[src/rtl/pcsm_pkg.sv]
// Behaviour
// In Endpoint mode a configuration write to a physical function's power-allocation control register gives a one-cycle pulse.
// Bit 0 of the power-allocation change output belongs to physical function 0, bit 1 to physical function 1.
// The power-allocation change output stays low in Root Port mode.
// The buffer flush/fill enable output mirrors the two-bit enable field of Device Control 2.
// In Root Port mode a locally initiated bandwidth change sets its status bit and, if enabled, signals the interrupt.
// In Root Port mode an autonomous bandwidth change sets its status bit and, if enabled, signals the interrupt.
// In Root Port mode an equalization request sets its status bit and, if enabled, signals the interrupt.
// The link event interrupt stays low in Endpoint mode.
// Each physical-function hint requester enable bit mirrors bit 8 of that function's requester control register.
// The physical-function steering-tag mode output holds function 0 on bits 2:0 and function 1 on bits 5:3.
// Each virtual-function hint requester enable bit mirrors bit 8 of that function's requester control register.
// The virtual-function steering-tag mode output packs three bits per function, function 0 lowest.
// Mirrored outputs change on the clock edge after the write and read zero after reset.
package pcsm_pkg;
  localparam int N_PF = 2;
  localparam int N_VF = 6;
  localparam int N_FN = N_PF + N_VF;
  localparam int FN_W = 3;
  localparam int MODE_W = 3;
  localparam int DATA_W = 32;

  // Function index: 0..1 physical, 2..7 virtual
  localparam logic [FN_W-1:0] FN_PF0 = 3'h0;
  localparam logic [FN_W-1:0] FN_VF0 = 3'h2;

  // Register selects for a configuration write
  typedef enum logic [2:0] {
    SEL_DPA_CTL = 3'h0,
    SEL_DEV_CTL2 = 3'h1,
    SEL_LINK_CTL_STS = 3'h2,
    SEL_LINK_CTL3 = 3'h3,
    SEL_LINK_STS2 = 3'h4,
    SEL_TPH_REQ_CTL = 3'h5
  } pcsm_sel_type;

  // Field positions
  localparam int TPH_REQ_EN_BIT = 8;
  localparam int TPH_MODE_LSB = 0;
  localparam int OBFF_LSB = 13;
  localparam int OBFF_W = 2;
  localparam int BW_MGMT_IE_BIT = 10;
  localparam int AUTO_BW_IE_BIT = 11;
  localparam int BW_MGMT_ST_BIT = 30;
  localparam int AUTO_BW_ST_BIT = 31;
  localparam int EQ_IE_BIT = 1;
  localparam int EQ_REQ_ST_BIT = 5;

  // Reset values
  localparam logic [OBFF_W-1:0] OBFF_RST = 2'h0;
  localparam logic [N_FN-1:0] TPH_EN_RST = 8'h00;
  localparam logic [MODE_W-1:0] TPH_MODE_RST = 3'h0;
  localparam logic [N_PF-1:0] DPA_RST = 2'h0;
endpackage

[src/rtl/pcsm_tph_if.sv]
`timescale 1ns/1ps
`default_nettype none
// Write path into the per-function hint register bank and its mirrored fields
interface pcsm_tph_if;
  import pcsm_pkg::*;
  logic wr;
  logic [FN_W-1:0] func;
  logic req_bit;
  logic [MODE_W-1:0] mode;
  logic [N_FN-1:0] on;
  logic [N_FN*MODE_W-1:0] mode_all;
  modport ctl (output wr, output func, output req_bit, output mode, input on, input mode_all);
  modport bank (input wr, input func, input req_bit, input mode, output on, output mode_all);
endinterface
`default_nettype wire

[src/rtl/pcsm_tph_bank.sv]
`timescale 1ns/1ps
`default_nettype none
// Per-function hint requester fields, one word per function, outputs straight from flops
module pcsm_tph_bank
  import pcsm_pkg::*;
(
  input wire logic ref_clk,
  input wire logic rst_n,
  pcsm_tph_if.bank tph
);
  logic [N_FN-1:0] on_r;
  logic [N_FN*MODE_W-1:0] mode_r;

  genvar i;
  generate
    for (i = 0; i < N_FN; i++) begin : g_fn
      // Only the addressed function takes the write
      always_ff @(posedge ref_clk) begin
        if (!rst_n) begin
          on_r[i] <= TPH_EN_RST[i];
          mode_r[i*MODE_W +: MODE_W] <= TPH_MODE_RST;
        end else if (tph.wr && (tph.func == FN_W'(i))) begin
          on_r[i] <= tph.req_bit;
          mode_r[i*MODE_W +: MODE_W] <= tph.mode;
        end
      end
    end
  endgenerate

  assign tph.on = on_r;
  assign tph.mode_all = mode_r;
endmodule
`default_nettype wire

[src/rtl/pcsm_cfg_status_mirror.sv]
`timescale 1ns/1ps
`default_nettype none
// Sideband mirror of configuration fields and link events towards user logic
module pcsm_cfg_status_mirror
  import pcsm_pkg::*;
(
  input wire logic ref_clk,
  input wire logic rst_n,
  input wire logic root_port_mode,
  input wire logic cfg_wr,
  input wire logic [FN_W-1:0] cfg_wr_func,
  input wire logic [2:0] cfg_wr_sel,
  input wire logic [DATA_W-1:0] cfg_wr_data,
  input wire logic bw_mgmt_event,
  input wire logic auto_bw_event,
  input wire logic eq_request_event,
  output logic [N_PF-1:0] dpa_substate_change,
  output logic [OBFF_W-1:0] obff_enable,
  output logic link_event_interrupt,
  output logic link_event_irq_alias,
  output logic bw_mgmt_status,
  output logic auto_bw_status,
  output logic eq_request_status,
  output logic [N_PF-1:0] tph_requester_enable,
  output logic [N_PF*MODE_W-1:0] pf_steering_tag_mode,
  output logic [N_VF-1:0] vf_hint_requester_on,
  output logic [N_VF*MODE_W-1:0] vf_steering_tag_mode
);
  pcsm_tph_if tph ();

  // True for a write of the given register select
  function automatic logic wr_hit(input logic wr, input logic [2:0] sel, input pcsm_sel_type want);
    wr_hit = wr && (sel == want);
  endfunction

  // True when the function index names a physical function
  function automatic logic is_pf(input logic [FN_W-1:0] fn);
    is_pf = (fn < FN_VF0);
  endfunction

  logic dpa_wr;
  logic devctl2_wr;
  logic lnk_wr;
  logic lnk3_wr;
  logic sts2_wr;
  logic tph_wr;
  logic port_wr;
  logic [N_PF-1:0] dpa_change_r;
  logic [N_PF-1:0] dpa_change_nxt;
  logic [OBFF_W-1:0] obff_r;
  logic bw_ie_r;
  logic auto_ie_r;
  logic eq_ie_r;
  logic bw_st_r;
  logic bw_st_nxt;
  logic auto_st_r;
  logic auto_st_nxt;
  logic eq_st_r;
  logic eq_st_nxt;
  logic irq_r;
  logic irq_nxt;

  // Decode of the write strobe; link registers belong to the port itself, function 0
  assign port_wr = (cfg_wr_func == FN_PF0);
  assign dpa_wr = wr_hit(cfg_wr, cfg_wr_sel, SEL_DPA_CTL) && is_pf(cfg_wr_func);
  assign devctl2_wr = wr_hit(cfg_wr, cfg_wr_sel, SEL_DEV_CTL2) && port_wr;
  assign lnk_wr = wr_hit(cfg_wr, cfg_wr_sel, SEL_LINK_CTL_STS) && port_wr;
  assign lnk3_wr = wr_hit(cfg_wr, cfg_wr_sel, SEL_LINK_CTL3) && port_wr;
  assign sts2_wr = wr_hit(cfg_wr, cfg_wr_sel, SEL_LINK_STS2) && port_wr;
  assign tph_wr = wr_hit(cfg_wr, cfg_wr_sel, SEL_TPH_REQ_CTL);

  // Power-allocation change pulse, one bit per physical function
  always_comb begin
    dpa_change_nxt = '0;
    if (dpa_wr && !root_port_mode) begin
      dpa_change_nxt[cfg_wr_func[0]] = 1'b1;
    end
  end

  // Registered so that the pulse is exactly one clock wide
  always_ff @(posedge ref_clk) begin
    if (!rst_n) begin
      dpa_change_r <= DPA_RST;
    end else begin
      dpa_change_r <= dpa_change_nxt;
    end
  end

  // Device Control 2 flush/fill enable field
  always_ff @(posedge ref_clk) begin
    if (!rst_n) begin
      obff_r <= OBFF_RST;
    end else if (devctl2_wr) begin
      obff_r <= cfg_wr_data[OBFF_LSB +: OBFF_W];
    end
  end

  // Interrupt enables of the link control registers
  always_ff @(posedge ref_clk) begin
    if (!rst_n) begin
      bw_ie_r <= 1'b0;
      auto_ie_r <= 1'b0;
      eq_ie_r <= 1'b0;
    end else begin
      if (lnk_wr) begin
        bw_ie_r <= cfg_wr_data[BW_MGMT_IE_BIT];
        auto_ie_r <= cfg_wr_data[AUTO_BW_IE_BIT];
      end
      if (lnk3_wr) begin
        eq_ie_r <= cfg_wr_data[EQ_IE_BIT];
      end
    end
  end

  // Sticky link status; write one clears, and a new event in the same cycle wins
  always_comb begin
    bw_st_nxt = bw_st_r & ~(lnk_wr & cfg_wr_data[BW_MGMT_ST_BIT]);
    auto_st_nxt = auto_st_r & ~(lnk_wr & cfg_wr_data[AUTO_BW_ST_BIT]);
    eq_st_nxt = eq_st_r & ~(sts2_wr & cfg_wr_data[EQ_REQ_ST_BIT]);
    if (root_port_mode && bw_mgmt_event) begin
      bw_st_nxt = 1'b1;
    end
    if (root_port_mode && auto_bw_event) begin
      auto_st_nxt = 1'b1;
    end
    if (root_port_mode && eq_request_event) begin
      eq_st_nxt = 1'b1;
    end
  end

  always_ff @(posedge ref_clk) begin
    if (!rst_n) begin
      bw_st_r <= 1'b0;
      auto_st_r <= 1'b0;
      eq_st_r <= 1'b0;
    end else begin
      bw_st_r <= bw_st_nxt;
      auto_st_r <= auto_st_nxt;
      eq_st_r <= eq_st_nxt;
    end
  end

  // Interrupt pulse on an enabled event; Endpoint mode never signals
  always_comb begin
    irq_nxt = 1'b0;
    if (root_port_mode) begin
      irq_nxt = (bw_mgmt_event && bw_ie_r) ||
                (auto_bw_event && auto_ie_r) ||
                (eq_request_event && eq_ie_r);
    end
  end

  always_ff @(posedge ref_clk) begin
    if (!rst_n) begin
      irq_r <= 1'b0;
    end else begin
      irq_r <= irq_nxt;
    end
  end

  // Hint requester writes go to the per-function bank
  assign tph.wr = tph_wr;
  assign tph.func = cfg_wr_func;
  assign tph.req_bit = cfg_wr_data[TPH_REQ_EN_BIT];
  assign tph.mode = cfg_wr_data[TPH_MODE_LSB +: MODE_W];

  pcsm_tph_bank u_bank (
    .ref_clk (ref_clk),
    .rst_n (rst_n),
    .tph (tph)
  );

  // Outputs; physical functions sit in the low slots of the bank
  assign dpa_substate_change = dpa_change_r;
  assign obff_enable = obff_r;
  assign link_event_interrupt = irq_r;
  assign link_event_irq_alias = irq_r;
  assign bw_mgmt_status = bw_st_r;
  assign auto_bw_status = auto_st_r;
  assign eq_request_status = eq_st_r;
  assign tph_requester_enable = tph.on[N_PF-1:0];
  assign pf_steering_tag_mode = tph.mode_all[N_PF*MODE_W-1:0];
  assign vf_hint_requester_on = tph.on[N_FN-1:N_PF];
  assign vf_steering_tag_mode = tph.mode_all[N_FN*MODE_W-1:N_PF*MODE_W];
endmodule
`default_nettype wire

[config.mk]
export PLATFORM = sky130hd
export DESIGN_NAME = pcsm_cfg_status_mirror
export DESIGN_NICKNAME = d
export VERILOG_FILES = /design/src/rtl/pcsm_pkg.sv /design/src/rtl/pcsm_tph_if.sv /design/src/rtl/pcsm_tph_bank.sv /design/src/rtl/pcsm_cfg_status_mirror.sv
export SDC_FILE = /design/constraint.sdc
export NUM_CORES = 1
export LEC_CHECK = 0
export ABC_CLOCK_PERIOD_IN_PS = 1300
export BUFFER_PORTS_ARGS = -buffer_cell sky130_fd_sc_hd__clkbuf_2
export CAP_MARGIN = 25
export CORE_MARGIN = 2
export CORE_UTILIZATION = 40
export DETAILED_ROUTE_END_ITERATION = 12
export PLACE_DENSITY_LB_ADDON = 0.08
export SLEW_MARGIN = 20
export SYNTH_ARGS = -nofsm -noshare
export SYNTH_HDL_FRONTEND = slang
export SYNTH_SLANG_ARGS = --single-unit
[constraint.sdc]
create_clock -name ref_clk -period 1.3 [get_ports ref_clk]
set_input_delay 0.195 -clock ref_clk [delete_from_list [all_inputs] [get_ports ref_clk]]
set_output_delay 0.195 -clock ref_clk [all_outputs]
set_load 0.05 [all_outputs]
# Word level (Yosys, flattened, before mapping)
# Index checks and enable logic that the tools add are counted.
# classes
magnitude_cmp	3
eq_ne	12
n_mux	5
bitwise	9
n_reduce_logical	34
# ops
operator	n
$logic_and A1 B1 Y1	27
$eq A3 B3 Y1 const B	6
$eq A3 B2 Y1 const B	4
$and A1 B1 Y1	6
$eq A3 B1 Y1 const B	2
$logic_not A3 Y1	2
$mux W1	4
$reduce_and A2 Y1	2
$lt A3 B2 Y1 const B	1
$not A1 Y1	3
$logic_or A1 B1 Y1	2
$lt A1 B2 Y1 const B	1
$demux W1 S1	1
$ge A1 B1 Y1 const B	1
$logic_not A1 Y1	1
# word_totals
reg_bits	43
in_bits	45
out_inout_bits	41
wordCells	88

# Logic depth before layout (Yosys ltp)
# Gate-level depths: netlist of the first run.
# logic_depth
depth_word	7
ltp_mapped	4
ltp_nobuf	3

# Cells and area by module
# Synthesis of the first run repeated with hierarchy kept, for this count alone.
# hier_totals
hier_cells	173
hier_area_um2	1761.7
# modules_own_cells
mod	n_inst	cells_per_inst	area_each_um2	seq_area_each_um2
pcsm_tph_bank	1	119	1255.0	640.6
pcsm_cfg_status_mirror	1	54	506.7	220.2

# Worst setup path after synthesis of the first run
# Ideal clock, no wire load.
# synth_timing
path_kind	input port to flip-flop
start	in cfg_wr_func[0]
end	reg u_bank.mode_r[1], in the netlist u_bank.tph.mode_all[1]
t_arrival_ns	1.092
required_time_ns	1.173
setup_slack_ns	0.080
path_stages	4
path_buffers	1
path_cell_list	or3b_4 -> or2_1 -> buf_2 -> mux2i_1
# synth_via
elab_chain_len	2
# synth_rtl
element	line	source
start, declared	pcsm_cfg_status_mirror.sv:11	input wire logic [FN_W-1:0] cfg_wr_func,
$logic_not A3 Y1	pcsm_tph_bank.sv:22	end else if (tph.wr && (tph.func == FN_W'(i))) begin
$logic_and A1 B1 Y1	pcsm_tph_bank.sv:22	
end signal, assigned by index	pcsm_tph_bank.sv:24	mode_r[i*MODE_W +: MODE_W] <= tph.mode;
end, declared	pcsm_tph_bank.sv:12	logic [N_FN*MODE_W-1:0] mode_r;
# Every way passes these cells.
# A chain may end at the register's enable or synchronous reset.

# Worst setup path after layout of the first run
# layout_timing
start	reg u_bank.mode_r[9], in the netlist u_bank.tph.mode_all[9]
end	out vf_steering_tag_mode[3]
# layout_lines
element	line	source
end, declared	pcsm_cfg_status_mirror.sv:27	output logic [N_VF*MODE_W-1:0] vf_steering_tag_mode
# No word-level cell between the ends.

==> results of run 1 <==
[metrics by stage]
stage,std cells,TNS [ns]
2_1_floorplan,172,0
3_3_place_gp,295,-0.581
3_5_place_dp,295,-0.793
4_1_cts,303,0
5_1_grt,303,0
6_report,303,0
[area by class of cell]
type,count,area (um2)
Tap cell,50,62.6
Timing Repair Buffer,81,448
Sequential cell,43,861
Clock inverter,2,60.1
Fill cell,379,1750
Clock buffer,6,72.6
Inverter,1,3.75
Multi-Input combinational cell,120,801
[where the power goes]
part / switching (mW) / internal (mW)
Sequential: 0.00578 / 1.33
Combinational: 0.143 / 0.0777
Clock: 0.423 / 0.768
[cells in the final DEF (no fill, tap or decap)]
cell type,instances
nand3b_1,2
clkbuf_2,64
or2_1,1
nand2b_1,3
nand3_1,1
inv_1,1
nor3_2,2
and4b_1,1
dfxtp_1,43
mux2i_1,37
clkbuf_8,5
bufinv_16,2
a222oi_1,1
nand4bb_1,1
buf_4,17
nand4b_1,1
and4_1,1
nand2_1,50
nor4_2,1
nor4_4,1
a311oi_1,2
nor4_1,2
clkbuf_1,1
or3b_4,1
nor2_1,7
a211oi_1,1
a21oi_1,4
[cell families (layout without fill, tap and decap cells)]
group	after synthesis	after routing	synth area share, %
and+or+nand+nor	75	75	22.0
DFF	43	43	50.5
muxes	37	37	21.7
buffers and inverters	9	90	2.50
AOI/OAI and AO/OA	8	8	3.23
[registers in the layout (all words and copies together) (netlist names), 2 cells and up]
signal,cells
u_bank.tph.on,8
u_bank.tph.mode_all,24
obff_enable,2
dpa_substate_change,2
[how the worst min path moves through the flow]
stage	slack (ns)	end	from
2_1_floorplan	0.30	auto_bw_status	cfg_wr_data[31]
5_1_grt	0.10	auto_bw_status	cfg_wr_data[31]
3_5_place_dp	0.40	auto_bw_status	cfg_wr_data[31]
3_3_place_gp	0.39	auto_bw_status	cfg_wr_data[31]
6_report	0.10	auto_bw_status	cfg_wr_data[31]
4_1_cts	0.09	auto_bw_status	cfg_wr_data[31]
[routing by layer]
metal	wire (um)	track usage [%]	vias up	share of wire [%]
li1	-	-	747	-
met1	1840	21.3	654	46
met2	1830	29.1	52	46
met3	294	5.52	5	7.4
met4	31	6.10	0	0.78
met5	0	0	-	0
==> impl_metrics.json, run 1 <==
{
  "run_status": "completed",
  "fp.dieArea_mm2": 0.00480,
  "setup_viol": 0,
  "clock_path_buffers": 2,
  "drc": 0,
  "insertedDiodeCount": 0,
  "synth_seq_cells": 43,
  "grt_max_degree": 22,
  "critPathLaunch": "u_bank.tph.mode_all[9]",
  "nNetsFinal": 297,
  "netlist_top_cells_area": "dfxtp_1, mux2i_1, nand2_1, nor2_1, nor4_4",
  "syn-num-nets": 217,
  "overflow": 0,
  "drv_cap": 0,
  "synthTopCellsByCount": "nand2_1, dfxtp_1, mux2i_1",
  "cts.htree.levels": 2,
  "dp_slack_ns": -0.115,
  "post_cts_buffers": 0,
  "grt_pass1_wl_um": 6760,
  "worstSetupEndpointType": "output port",
  "wire_per_inst_um": 13.2,
  "yosys.area.top_type_share_pct": 50.5,
  "grt_pass1_vias": 1408,
  "p_total_mw": 2.74,
  "io_buffers": 64,
  "vias_per_cell": 4.81,
  "relSlewSlack_pct": 70.2,
  "max_stage_delay_ns": 0.35,
  "cp_num_buf_inv": 1,
  "drt_iter0_markers": 54,
  "fin_util_pct": 56.9,
  "ff2ff_path_depth": 2,
  "crit_end": "vf_steering_tag_mode[3]",
  "hold_violations": 0,
  "synth_area_leader_cell": "dfxtp_1",
  "leakage_nw": 1.00,
  "insertion_delay_ns": 0.28,
  "syn_area_mm2": 0.00170,
  "crit_type": "reg -> out",
  "die_height_um": 69.3,
  "grt_antenna_before_repair": 0,
  "synth-edff-count": 0,
  "design_area_mm2": 0.00231,
  "coreArea_mm2": 0.00406,
  "grt_use_total_pct": 17.5,
  "drt-total-wl_um": 4000,
  "cts_hold_buf": 0,
  "ys_warn_count": 0,
  "worst_pin_slew_ns": 0.443,
  "ir_worst_vdd_v": 0.000570,
  "synth_cells": 172,
  "whs_ns": 0.102,
  "timing.final.crit_share_pct": 86.0,
  "clkSinkCount": 43,
  "rsz0062_at_grt": "no",
  "floorplan.initialDensity_pct": 42.0,
  "clk_pin_slew_ns": 0.08,
  "worst_slack_ns": 0.183,
  "cp-start-kind": "flop",
  "min_period_ns": 1.12,
  "drive_gt1_share_pct": 36.8,
  "dpl_cell_area_mm2": 0.00218,
  "firstDrtPassIters": 4,
  "maxSlewViolCount": 0,
  "pin_count": 86,
  "crit_arrival_ns": 0.92,
  "area_growth_pct": 35.5,
  "num_rows": 23,
  "cts-root-buf": "clkbuf_8",
  "synth_ff_type": "dfxtp_1",
  "critPathSlowestCell": "dfxtp_1",
  "timing.rr.start": "bw_ie_r",
  "synth_most_common_cell": "nand2_1",
  "hold_class": "in -> reg",
  "synth.distinct_cells": 25,
  "num_vias": 1458,
  "power.density_mw_per_mm2": 1190,
  "cts_resized": 0,
  "place_congestion": 0.775,
  "synthArstFlopShare_pct": 0,
  "r2r_slack_ns": 0.50,
  "worstPathRequired_ns": 1.11,
  "die_w_um": 69.3,
  "max_freq_mhz": 895,
  "ant_nets": 0,
  "r2r-end": "link_event_interrupt",
  "cp.depth": 1,
  "skew_ns": 0.000177,
  "dp_hpwl_um": 3040,
  "syn_avg_cell_area_um2": 9.91,
  "path_cells": "clkbuf_2",
  "cts_made_buffers": 5,
  "cts_tree": "done",
  "yosysSeqAreaShare_pct": 50.5,
  "path_max_fanout": 2,
  "hold_depth": 2,
  "critPathTopFamily": "flip-flops"
}
No activity file was read; power rests on OpenSTA's default activity.
==> run 2: changes to the inputs <==
BUFFER_PORTS_ARGS = not set   (was -buffer_cell sky130_fd_sc_hd__clkbuf_2)
CORE_UTILIZATION = 55   (was 40)
DONT_BUFFER_PORTS = 1   (was not set)
==> impl_metrics.json, run 2 (same netlist as run 1, synthesis figures left out) <==
{
  "run_status": "completed",
  "num_rows": 20,
  "place_congestion": 0.750,
  "register_area_um2": 861,
  "clk_pin_slew_ns": 0.12,
  "crit_arrival_ns": 0.98,
  "fin_util_pct": 77.4,
  "coreArea_mm2": 0.00300,
  "leakage_nw": 0.929,
  "drv_cap": 0,
  "insertion_delay_ns": 0.35,
  "worstPathRequired_ns": 1.11,
  "cp-start-kind": "flop",
  "firstDrtPassIters": 4,
  "skew_ns": 0.000227,
  "worst_slack_ns": 0.121,
  "pin_count": 86,
  "drc": 0,
  "hold_class": "in -> reg",
  "grt_max_degree": 38,
  "dp_hpwl_um": 2690,
  "maxSlewViolCount": 0,
  "clock_path_buffers": 2,
  "dp_slack_ns": -0.0240,
  "worstSetupEndpointType": "output port",
  "nNetsFinal": 281,
  "cts_made_buffers": 5,
  "cts_tree": "done",
  "fp.dieArea_mm2": 0.00356,
  "relSlewSlack_pct": 68.5,
  "insertedDiodeCount": 0,
  "setup_viol": 0,
  "vias_per_cell": 5.46,
  "grt_antenna_before_repair": 0,
  "hold_violations": 0,
  "power.density_mw_per_mm2": 968,
  "fill_cells": 221,
  "drt-total-wl_um": 4300,
  "post_cts_buffers": 0,
  "min_period_ns": 1.18,
  "most-common-layout-cells": "nand2_1, buf_4, dfxtp_1, mux2i_1, dlygate4sd3_1",
  "timing.final.crit_share_pct": 90.7,
  "die_w_um": 59.7,
  "max_freq_mhz": 848,
  "design_area_mm2": 0.00232,
  "ant_nets": 0,
  "wire_per_inst_um": 15.9,
  "layout_commonest_cell": "nand2_1",
  "overflow": 0,
  "cts.htree.levels": 2,
  "dpl_cell_area_mm2": 0.00204,
  "grt_pass1_vias": 1485,
  "drive_gt1_share_pct": 24.5,
  "num_vias": 1475,
  "multiInputGateArea_um2": 801,
  "grt_pass1_wl_um": 6520,
  "clkSinkCount": 43,
  "rsz0062_at_grt": "no",
  "path_max_fanout": 1,
  "crit_type": "reg -> out",
  "area_growth_pct": 36.3,
  "floorplan.initialDensity_pct": 56.7,
  "drt_iter0_markers": 112,
  "cts-root-buf": "clkbuf_4",
  "io_buffers": 0,
  "die_height_um": 59.7,
  "largest_register_ffs": 24,
  "grt_use_total_pct": 25.2,
  "worst_pin_slew_ns": 0.471,
  "ir_worst_vdd_v": 0.000722
}
[run 2: changes by cell type in the layout (fill, tap and decap cells not counted), moves of 2 or more]
| cell | before | now |
|---|---|---|
| dlygate4sd3_1 | 0 | 19 |
| bufinv_16 | 2 | 0 |
| clkbuf_8 | 5 | 2 |
| buf_4 | 17 | 45 |
| clkbuf_4 | 0 | 5 |
| clkbuf_2 | 64 | 0 |
[run 2: repair_timing]
action                                 in CTS  in global routing
endpoints found under the hold margin      39                  4
resized for setup                           0                  0
hold buffers                               15                  5
[run 2: area by class of cell]
| class | instances | area share (%) |
|---|---|---|
| Clock buffer | 8 | 2.96 |
| Sequential cell | 43 | 37.0 |
| Multi-Input combinational cell | 120 | 34.5 |
| Inverter | 1 | 0.162 |
| Timing Repair Buffer | 65 | 23.6 |
| Tap cell | 33 | 1.78 |
[run 2: layer usage]
metal	wire (um)	global-route usage [%]
met1	1770	29.5
met3	303	6.71
met5	0	0
met2	2110	41.8
met4	112	13.3
[run 2: stage by stage]
| step | hold slack [ns] | cells | total power [mW] | TNS [ns] |
|---|---|---|---|---|
| floorplan | 0.303 | 172 | 1.48 | 0 |
| global placement | 0.308 | 242 | 1.49 | 0 |
| detailed placement | 0.310 | 242 | 1.49 | -0.0723 |
| CTS | 0.00189 | 265 | 2.26 | 0 |
| global route | 0.0125 | 270 | 2.35 | 0 |
| finish | 0.0154 | 270 | 2.25 | 0 |
[run 2: final timing paths]
kind                                        startpoint                     end  slack, ns  cells after the start
worst max-delay path            dpa_substate_change[1]  dpa_substate_change[1]       0.12                      0
worst min register to register                 eq_ie_r                 eq_ie_r       0.47                      2
worst min-delay path                             rst_n  u_bank.tph.mode_all[7]       0.02                      2
worst max register to register                 bw_ie_r    link_event_interrupt       0.48                      2
[run 2: report_power, final]
| group | internal (mW) | switching, mW |
|---|---|---|
| sequential | 1.33 | 0.00552 |
| clock | 0.318 | 0.395 |
| combinational | 0.0874 | 0.115 |
| total | 1.73 | 0.515 |
